`src/inc/tap_pkg.sv`:
```
// Constants and types shared by the test access port block
package tap_pkg;

   // Pin counts and widths
   localparam int unsigned GPIO_N   = 42;
   localparam int unsigned IR_W     = 4;
   localparam int unsigned DR_W     = 32;
   localparam int unsigned SYNC_W   = 4;

   // Multiplexed pins carrying the test port lines
   localparam int unsigned PIN_TDI  = 35;
   localparam int unsigned PIN_TMS  = 36;
   localparam int unsigned PIN_TDO  = 37;
   localparam int unsigned PIN_TCK  = 38;

   // Synchroniser lane positions
   localparam int unsigned LN_TCK   = 0;
   localparam int unsigned LN_TMS   = 1;
   localparam int unsigned LN_TDI   = 2;
   localparam int unsigned LN_TRST  = 3;

   // Instruction codes
   localparam logic [IR_W-1:0] IR_IDCODE  = 4'h1;
   localparam logic [IR_W-1:0] IR_BYPASS  = 4'hf;
   localparam logic [IR_W-1:0] IR_CAPTURE = 4'h1;
   localparam logic [IR_W-1:0] IR_RST     = 4'h1;

   // Identification word: arbitrary value
   localparam logic [DR_W-1:0] ID_WORD    = 32'h0000_5a5b;

   // Reset values of the pin configuration
   localparam logic [GPIO_N-1:0] PWM_PINS = 42'h000_0000_00ff;
   localparam logic [GPIO_N-1:0] PU_RST   = ~PWM_PINS;
   localparam logic [GPIO_N-1:0] TAP_PINS = 42'h078_0000_0000;
   localparam logic [GPIO_N-1:0] ALT_RST  = TAP_PINS;
   localparam logic [2:0]        TAP_PU   = 3'h7;

   typedef enum logic [3:0] {
      TAP_RESET, TAP_IDLE, TAP_SEL_DR, TAP_CAP_DR, TAP_SHIFT_DR, TAP_EXIT1_DR,
      TAP_PAUSE_DR, TAP_EXIT2_DR, TAP_UPD_DR, TAP_SEL_IR, TAP_CAP_IR, TAP_SHIFT_IR,
      TAP_EXIT1_IR, TAP_PAUSE_IR, TAP_EXIT2_IR, TAP_UPD_IR
   } tap_fsm_t;

endpackage

```
`src/verilog/tap_port.sv`:
```
// Test access port controller with pin pull-up and mux defaults
// Summary of operation
// - Test reset high hands the device over to the scan system.
// - Test reset low or open keeps functional mode and the controller reset.
// - Mode select steps the controller on each rising test clock edge.
// - Data input enters the selected register on a rising test clock edge.
// - Selected register shifts out on the falling test clock edge.
// - After reset all pins except test port pins select general purpose.
// - Each general purpose pin has a pull-up enable set or cleared individually.
// - Pull-ups reset off on PWM pins, on for all other pins.
// - Test clock, mode select and data input pins keep pull-ups on.
`timescale 1ns/1ps
module tap_port (
   // Clock and reset
   input  wire logic                       sys_clk,
   input  wire logic                       nrst,
   // Test port pins
   input  wire logic                       tck,
   input  wire logic                       tms,
   input  wire logic                       tdi,
   input  wire logic                       trst,
   output logic                            tdo,
   output logic                            tdo_oe_n,
   // Mode and pin pull-ups of the test port
   output logic                            scan_ctl,
   output logic      [2:0]                 tap_pu,
   // Pin configuration from the core
   input  wire logic [tap_pkg::GPIO_N-1:0] pu_set,
   input  wire logic [tap_pkg::GPIO_N-1:0] pu_clr,
   input  wire logic [tap_pkg::GPIO_N-1:0] alt_set,
   input  wire logic [tap_pkg::GPIO_N-1:0] alt_clr,
   output logic      [tap_pkg::GPIO_N-1:0] pu_en,
   output logic      [tap_pkg::GPIO_N-1:0] mux_alt
);
   import tap_pkg::*;

   typedef struct packed {
      tap_fsm_t          fsm;
      logic              tck_q;
      logic [IR_W-1:0]   ir;
      logic [IR_W-1:0]   ir_sr;
      logic [DR_W-1:0]   dr_sr;
      logic              tdo;
      logic              tdo_oe_n;
      logic              scan_ctl;
      logic [2:0]        tap_pu;
      logic [GPIO_N-1:0] pu_en;
      logic [GPIO_N-1:0] mux_alt;
   } tap_state_t;

   localparam tap_state_t ST_RST = '{fsm: TAP_RESET, tck_q: 1'b0, ir: IR_RST, ir_sr: '0, dr_sr: '0,
                                     tdo: 1'b0, tdo_oe_n: 1'b1, scan_ctl: 1'b0, tap_pu: TAP_PU,
                                     pu_en: PU_RST, mux_alt: ALT_RST};

   tap_state_t        st;
   tap_state_t        next_st;
   logic [SYNC_W-1:0] pins_s;
   logic              tck_s;
   logic              tms_s;
   logic              tdi_s;
   logic              trst_s;
   logic              rise;
   logic              fall;

   // Controller transition table
   function automatic tap_fsm_t tap_next(input tap_fsm_t s, input logic m);
      unique case (s)
         TAP_RESET:    tap_next = m ? TAP_RESET  : TAP_IDLE;
         TAP_IDLE:     tap_next = m ? TAP_SEL_DR : TAP_IDLE;
         TAP_SEL_DR:   tap_next = m ? TAP_SEL_IR : TAP_CAP_DR;
         TAP_CAP_DR:   tap_next = m ? TAP_EXIT1_DR : TAP_SHIFT_DR;
         TAP_SHIFT_DR: tap_next = m ? TAP_EXIT1_DR : TAP_SHIFT_DR;
         TAP_EXIT1_DR: tap_next = m ? TAP_UPD_DR : TAP_PAUSE_DR;
         TAP_PAUSE_DR: tap_next = m ? TAP_EXIT2_DR : TAP_PAUSE_DR;
         TAP_EXIT2_DR: tap_next = m ? TAP_UPD_DR : TAP_SHIFT_DR;
         TAP_UPD_DR:   tap_next = m ? TAP_SEL_DR : TAP_IDLE;
         TAP_SEL_IR:   tap_next = m ? TAP_RESET  : TAP_CAP_IR;
         TAP_CAP_IR:   tap_next = m ? TAP_EXIT1_IR : TAP_SHIFT_IR;
         TAP_SHIFT_IR: tap_next = m ? TAP_EXIT1_IR : TAP_SHIFT_IR;
         TAP_EXIT1_IR: tap_next = m ? TAP_UPD_IR : TAP_PAUSE_IR;
         TAP_PAUSE_IR: tap_next = m ? TAP_EXIT2_IR : TAP_PAUSE_IR;
         TAP_EXIT2_IR: tap_next = m ? TAP_UPD_IR : TAP_SHIFT_IR;
         TAP_UPD_IR:   tap_next = m ? TAP_SEL_DR : TAP_IDLE;
      endcase
   endfunction

   function automatic logic is_shift(input tap_fsm_t s);
      is_shift = (s == TAP_SHIFT_DR) || (s == TAP_SHIFT_IR);
   endfunction

   // Pins are asynchronous to sys_clk; all logic reads the settled copies
   tap_sync tap_sync_i (
      .sys_clk (sys_clk),
      .nrst    (nrst),
      .din     ({trst, tdi, tms, tck}),
      .dout    (pins_s)
   );

   assign tck_s  = pins_s[LN_TCK];
   assign tms_s  = pins_s[LN_TMS];
   assign tdi_s  = pins_s[LN_TDI];
   assign trst_s = pins_s[LN_TRST];
   // Test clock runs far slower than sys_clk, so its edges are found by sampling
   // Detection costs two sys_clk of latency: a test clock phase shorter than one sys_clk can be lost
   assign rise   = tck_s & ~st.tck_q;
   assign fall   = ~tck_s & st.tck_q;

   always_comb begin
      next_st          = st;
      next_st.tck_q    = tck_s;
      next_st.scan_ctl = trst_s;
      next_st.tap_pu   = TAP_PU;
      if (!trst_s) begin
         // Functional mode: controller held in reset, pins released
         next_st.fsm      = TAP_RESET;
         next_st.ir       = IR_RST;
         next_st.tdo_oe_n = 1'b1;
      end else begin
         if (rise) begin
            unique case (st.fsm)
               TAP_CAP_DR:   next_st.dr_sr = (st.ir == IR_IDCODE) ? ID_WORD : '0;
               TAP_SHIFT_DR: next_st.dr_sr = (st.ir == IR_IDCODE) ?
                                            {tdi_s, st.dr_sr[DR_W-1:1]} : {{(DR_W-1){1'b0}}, tdi_s};
               TAP_CAP_IR:   next_st.ir_sr = IR_CAPTURE;
               TAP_SHIFT_IR: next_st.ir_sr = {tdi_s, st.ir_sr[IR_W-1:1]};
               TAP_UPD_IR:   next_st.ir    = st.ir_sr;
               TAP_RESET:    next_st.ir    = IR_RST;
               default:      next_st.ir    = st.ir;
            endcase
            next_st.fsm = tap_next(st.fsm, tms_s);
         end
         if (fall) begin
            next_st.tdo      = (st.fsm == TAP_SHIFT_IR) ? st.ir_sr[0] : st.dr_sr[0];
            next_st.tdo_oe_n = ~is_shift(st.fsm);
         end
      end
      // Set wins over clear when both arrive together
      next_st.pu_en   = (st.pu_en & ~pu_clr) | pu_set;
      // Test port pins keep their dedicated function
      next_st.mux_alt = ((st.mux_alt & ~alt_clr) | alt_set) | TAP_PINS;
   end

   always_ff @(posedge sys_clk or negedge nrst) begin
      if (!nrst) begin
         st <= ST_RST;
      end else begin
         st <= next_st;
      end
   end

   assign tdo      = st.tdo;
   assign tdo_oe_n = st.tdo_oe_n;
   assign scan_ctl = st.scan_ctl;
   assign tap_pu   = st.tap_pu;
   assign pu_en    = st.pu_en;
   assign mux_alt  = st.mux_alt;
endmodule // tap_port

```
`src/verilog/tap_sync.sv`:
```
// Two-stage synchroniser for the asynchronous test port pins
`timescale 1ns/1ps
module tap_sync (
   // Clock and reset
   input  wire logic                       sys_clk,
   input  wire logic                       nrst,
   // Pin levels in and settled levels out
   input  wire logic [tap_pkg::SYNC_W-1:0] din,
   output logic      [tap_pkg::SYNC_W-1:0] dout
);
   import tap_pkg::*;

   typedef struct packed {
      logic [SYNC_W-1:0] meta;
      logic [SYNC_W-1:0] held;
   } tap_sync_t;

   tap_sync_t st;
   tap_sync_t next_st;

   // Only the second stage is read, so a metastable first stage never reaches logic
   always_comb begin
      next_st      = st;
      next_st.meta = din;
      next_st.held = st.meta;
   end

   always_ff @(posedge sys_clk or negedge nrst) begin
      if (!nrst) begin
         st <= '0;
      end else begin
         st <= next_st;
      end
   end

   assign dout = st.held;
endmodule // tap_sync

```
`config.mk`:
```
export PLATFORM = sky130hd
export DESIGN_NAME = tap_port
export DESIGN_NICKNAME = d
export VERILOG_FILES = /design/src/inc/tap_pkg.sv /design/src/verilog/tap_port.sv /design/src/verilog/tap_sync.sv
export SDC_FILE = /design/constraint.sdc
export NUM_CORES = 1
export LEC_CHECK = 0
export ABC_CLOCK_PERIOD_IN_PS = 3000
export BUFFER_PORTS_ARGS = -buffer_cell sky130_fd_sc_hd__clkbuf_2
export CORE_ASPECT_RATIO = 1.2
export CORE_MARGIN = 3
export CORE_UTILIZATION = 37
export DETAILED_ROUTE_END_ITERATION = 10
export GPL_ROUTABILITY_DRIVEN = 0
export HOLD_SLACK_MARGIN = 0.15
export PLACE_DENSITY_LB_ADDON = 0.2
export SLEW_MARGIN = 15
export SYNTH_ARGS = -nofsm -noshare
export SYNTH_HDL_FRONTEND = slang
export SYNTH_SLANG_ARGS = --single-unit
```
`constraint.sdc`:
```
create_clock -name sys_clk -period 3 [get_ports sys_clk]
set_input_delay 0.6 -clock sys_clk [delete_from_list [all_inputs] [get_ports sys_clk]]
set_output_delay 0.6 -clock sys_clk [all_outputs]
set_load 0.01 [all_outputs]
```
==> impl_metrics.tcl, run 1 <==
set metrics [dict create \
    cts_resized 0 \
    routed_wl_um 11300 \
    regToRegEndpoint "st[92]" \
    finalMaxSlewViolations 0 \
    rsz0062_at_grt "false" \
    htreeDepth 4 \
    place_inst 898 \
    syn2layout_area_growth_pct 23.9 \
    wl_per_cell_um 12.2 \
    grt_pass1_vias 4099 \
    vias 4142 \
    cts_hold_buf 0 \
    cts_buffers 17 \
    fmax_ghz 0.476 \
    placed_area_mm2 0.00675 \
    dr.pass1.iters 4 \
    cts-root-buf "clkbuf_16" \
    drtIter0Drc 118 \
    yosys_warnings 0 \
    grt_pass1_wl_um 18200 \
    seq_area_mm2 0.00345 \
    die_area_mm2 0.0176 \
    multiInputGateArea_mm2 0.00142 \
    async_flop_share_pct 100 \
    synth_cell_types 42 \
    n_fill_cell 1481 \
    finalCritPeriodShare_pct 70.0 \
    die_w_um 122 \
    clock-sinks 136 \
    status "finished clean" \
    cp.required_ps 3300 \
    final_cell_mix "247 x clkbuf_2, 100 x dfrtp_1, 86 x inv_1, 80 x a21o_1, 36 x dfstp_2" \
    relSlewSlack_pct 46.1 \
    drc 0 \
    ios 264 \
    vias_per_cell 4.45 \
    total_power_mw 4.40 \
    layout_commonest_cell "clkbuf_2" \
    clkLatencyLatePin_ps 410 \
    design_area_mm2 0.00734 \
    cp-end-kind "flip-flop" \
    hold_viol 0 \
    grt_max_degree 54 \
    hold_path_class "input port to async pin" \
    finClkSkew_ps 6.46 \
    clk_path_buf_depth 2 \
    worst-setup-path-type "flip-flop to flip-flop" \
    syn_inst 534 \
    ir_drop_uv 346 \
    synth-edff-count 0 \
    instances_no_fill 930 \
    nets 883 \
    reg2reg_from "st[131]" \
    crit_arrival_ps 2400 \
    setup_viol 0 \
    cp_max_fo 42 \
    cts_setup_buffers 0 \
    max_cap_viol_count 0 \
    ys_ff_latch 136 \
    tightest_slew_ps 802 \
    grtUsageTotal_pct 12.9 \
    diodes 0 \
    dieHeight_um 145 \
    r2r_slack_ps 900 \
    antenna_found_initial 0 \
    p_leak_nw 4.10 \
    overflow 0 \
    start_util_pct 37.9 \
    drive_gt1_share_pct 44.7 \
    clkTransAtPathRegs_ps 60 \
    critPathLaunchType "flip-flop" \
    dp_hpwl_um 8450 \
    min_period_ps 2100 \
    rows 50 \
    ff2ff_path_depth 3 \
    ys_seq_area_share_pct 58.2 \
    setup_tns_ps 0 \
    cts_tree "yes" \
    avgSynthCellArea_um2 11.1 \
    synthFlopType "dfrtp_1" \
    port_buffers 248 \
    core_area_mm2 0.0156 \
    synth_area_mm2 0.00592 \
    powerDensity_mw_per_mm2 599 \
    drtAntennaViolNets 0 \
]
[worst max-delay path, cell delays in order, from the launching register on]
cell	delay, ps
dfrtp_1	590
or3b_1	450
a211o_2	600
a22o_1	340
[registers in the layout, summed over array words and instances (netlist names)]
register,count
tdo_oe_n,1
tap_sync_i.next_st,4
st,45
mux_alt,38
scan_ctl,1
tap_sync_i.dout,4
pu_en,42
tdo,1
[layer usage]
layer | track usage, % | part of all wire, % | wire length [um] | up-vias
li1 | - | - | - | 2003
met5 | 0 | 0 | 0 | -
met3 | 3.91 | 7.1 | 801 | 19
met2 | 22.4 | 53 | 5970 | 148
met4 | 6.02 | 1.9 | 212 | 0
met1 | 14.4 | 38 | 4330 | 1972
[synthesized netlist by cell type (2+ instances only)]
master    count  share of area, %
nand2b_1      2              0.21
o21ai_0      25               2.1
buf_1         2              0.13
buf_2         5              0.42
dfstp_2      36                16
o31ai_1       2              0.25
inv_1        86               5.4
nor4b_1       2              0.30
a21o_1       80                10
nand2_1      17               1.1
nor2_1       12              0.76
nor3b_1       2              0.25
a22o_1       25               3.7
a31oi_1       4              0.42
nand3_1       5              0.42
dfrtp_1     100                42
mux2i_1       2              0.34
nor3_1        3              0.25
a21oi_1       6              0.51
nand3b_1      3              0.38
buf_4        87                11
buf_6         4              0.76
clkbuf_1      5              0.32
[power breakdown]
| group | switching (mW) | leakage (nW) | internal, mW |
|---|---|---|---|
| registers | 0.0491 | 1.60 | 1.94 |
| logic | 0.179 | 2.20 | 0.189 |
| clock network | 0.730 | 0.294 | 1.30 |
[cell type report]
type	instances	area share [%]
Timing Repair Buffer	254	17.7
Multi-Input combinational cell	214	19.4
Inverter	86	4.40
Clock buffer	24	6.70
Tap cell	208	3.55
Sequential cell	136	47.0
Clock inverter	8	1.28
[through the flow]
stage	hold slack (ps)	utilization [%]	setup WS, ps
4_1_cts	208	46.9	669
5_1_grt	235	46.9	776
3_5_place_dp	335	43.2	676
6_report	199	46.9	899
2_1_floorplan	304	-	1320
3_3_place_gp	332	43.2	728
[cells by family after synthesis]
family	share of synthesized area [%]
compound gates	18.7
xor+xnor	0.148
buf+inv	18.2
flops	58.2
mux	0.338
other cells	0.0633
simple gates	4.37
[worst max-delay path by stage]
stage             from  endpoint  slack [ps]  depth (start not counted)
2_1_floorplan  st[132]   st[100]        1320                          5
3_3_place_gp   st[131]   st[119]         730                          3
3_5_place_dp   st[131]   st[110]         680                          3
4_1_cts        st[131]    st[92]         670                          3
5_1_grt        st[131]   st[112]         780                          3
6_report       st[131]    st[92]         900                          3
(Power assumes the default switching activity.)
==> run 2: changes to the inputs <==
--- a/config.mk
+++ b/config.mk
@@ -5,7 +5,7 @@
 export SDC_FILE = /design/constraint.sdc
 export NUM_CORES = 1
 export LEC_CHECK = 0
-export ABC_CLOCK_PERIOD_IN_PS = 3000
+export ABC_CLOCK_PERIOD_IN_PS = 2000
 export BUFFER_PORTS_ARGS = -buffer_cell sky130_fd_sc_hd__clkbuf_2
 export CORE_ASPECT_RATIO = 1.2
 export CORE_MARGIN = 3
==> constraint.sdc (replaced) <==
create_clock -name sys_clk -period 2 [get_ports sys_clk]
set_input_delay 0.4 -clock sys_clk [delete_from_list [all_inputs] [get_ports sys_clk]]
set_output_delay 0.4 -clock sys_clk [all_outputs]
set_load 0.01 [all_outputs]
==> run 2 against run 1 <==
  * Highest routed layer unchanged
  * Wire length is 2.6% higher
  * Fmax is 24% higher
  * Largest power group unchanged
  * Count of clock-buffer cells in the layout is 3 lower
  * Via count is 2.7% higher
  * Non-clock buffer count is 44 higher
  * Sequential cell count stayed put
  * Utilization is 2.9 points higher
  * Sequential share of layout area is 2.7 points lower
==> impl_metrics.tcl, run 2 (same netlist as run 1, synthesis figures left out) <==
set metrics [dict create \
    cts_setup_buffers 0 \
    antenna_found_initial 0 \
    rows 50 \
    clkPwrFrac_pct 46.0 \
    finalMaxSlewViolations 0 \
    final_util_pct 49.8 \
    cp-end-kind "flip-flop" \
    setup_tns_ps 0 \
    placed_area_mm2 0.00683 \
    ir_drop_uv 522 \
    start_util_pct 37.9 \
    status "finished clean" \
    setup_viol 0 \
    p_int_mw 5.18 \
    critPathLaunchType "flip-flop" \
    dr.pass1.iters 4 \
    switchingPower_mw 1.49 \
    cp_slowest_cell "or3b_1" \
    crit_arrival_ps 1990 \
    design_area_mm2 0.00779 \
    startpoint "st[131]" \
    largest_reg_flops 45 \
    cp.required_ps 2290 \
    min_period_ps 1700 \
    clk_path_buf_depth 2 \
    finClkSkew_ps 6.65 \
    vias_per_cell 4.37 \
    cts-root-buf "clkbuf_16" \
    clock-sinks 136 \
    layout_commonest_cell "clkbuf_2" \
    drc 0 \
    fmax_ghz 0.588 \
    clkTransAtPathRegs_ps 60 \
    crit_chain "or3b_1, a211o_1, buf_4, a22o_1" \
    max_cap_viol_count 0 \
    n_fill_cell 1464 \
    htreeDepth 4 \
    combPwrFrac_pct 9.3 \
    dp_hpwl_um 8330 \
    ios 264 \
    cp_top_family "compound AO/OA/AOI/OAI gates" \
    finalCritPeriodShare_pct 85.0 \
    hold_viol 0 \
    whs_ps 168 \
    cp_max_fo 42 \
    clkLatencyLatePin_ps 410 \
    swShare_pct 22.3 \
    final_cell_mix "247 x clkbuf_2, 100 x dfrtp_1, 86 x inv_1, 80 x a21o_1, 37 x dlygate4sd3_1" \
    drtIter0Drc 138 \
    cts_buffers 17 \
    drive_gt1_share_pct 43.2 \
    cpPeakStageDelay_ps 380 \
    grt_max_degree 84 \
    core_area_mm2 0.0156 \
    wl_per_cell_um 11.9 \
    reg2reg_from "st[131]" \
    hold_path_class "input port to flip-flop" \
    die_area_mm2 0.0176 \
    routed_wl_um 11600 \
    p_leak_nw 4.29 \
    syn2layout_area_growth_pct 31.6 \
    vias 4253 \
    grt_pass1_vias 4190 \
    min-delay-start "pu_set[27]" \
    die_w_um 122 \
    cp_num_buf_inv 1 \
    dieHeight_um 145 \
    worst-setup-path-type "flip-flop to flip-flop" \
    rsz0062_at_grt "false" \
    cts_tree "yes" \
    power_frac_seq_pct 44.7 \
    port_buffers 248 \
    top_register "st" \
    drtAntennaViolNets 0 \
    overflow 0 \
    powerDensity_mw_per_mm2 856 \
    grtUsageTotal_pct 13.2 \
    seq_area_mm2 0.00345 \
    multiInputGateArea_mm2 0.00142 \
    diodes 0 \
    nets 927 \
    grt_pass1_wl_um 18600 \
]
[run 2: changes by cell type in the layout (fill, tap and decap cells not counted), sizes merged]
cell and delta:
clkbuf -3, inv +1, clkinvlp +2, buf +7, dlygate4sd3 +37
[run 2: layout make-up]
cell class                 count  share of cell area [%]
clock inverter                11                    1.56
tap                          208                    3.34
clock buffer                  21                    6.04
multi-input combinational    214                    18.2
timing repair buffer         298                    22.4
sequential                   136                    44.3
inverter                      86                    4.14
[run 2: worst paths after layout]
| kind | endpoint | slack (ps) | cells after the start |
|---|---|---|---|
| worst min register to register | tap_sync_i.dout[2] | 350 | 0 |
| max in group asynchronous | pu_en[22] | 1040 | 3 |
| worst min-delay path | pu_en[27] | 170 | 2 |
| worst max register to register | st[118] | 300 | 4 |
| min in group asynchronous | mux_alt[5] | 530 | 3 |
| worst max-delay path | st[118] | 300 | 4 |
[run 2: metrics by stage]
| stage | instances | power, mW | worst slack [ps] |
|---|---|---|---|
| after floorplan | 540 | 3.39 | 323 |
| after global placement | 905 | 3.59 | 318 |
| after detailed placement | 905 | 3.61 | 311 |
| after CTS | 973 | 6.79 | 271 |
| after global routing | 974 | 7.01 | 225 |
| final | 974 | 6.67 | 300 |
[run 2: repair_timing]
action,in CTS,in global routing
hold buffers,36,1
resized for setup,0,0
hold endpoints to repair,135,1
[run 2: power by group through the flow]
| stage | clock (mW) | sequential (mW) | combinational [mW] |
|---|---|---|---|
| CTS | 3.18 | 2.98 | 0.633 |
| global route | 3.32 | 3.00 | 0.694 |
| detailed placement | 0 | 3.03 | 0.575 |
| finish | 3.07 | 2.98 | 0.620 |
| global placement | 0 | 3.02 | 0.564 |
| floorplan | 0 | 3.01 | 0.378 |
[run 2: layer usage]
metal	up-vias	track usage (%)	wire [um]
li1	2089	-	-
met1	2009	14.8	4330
met2	141	23.2	6310
met3	14	3.64	775
met4	0	6.55	191
met5	-	0	0
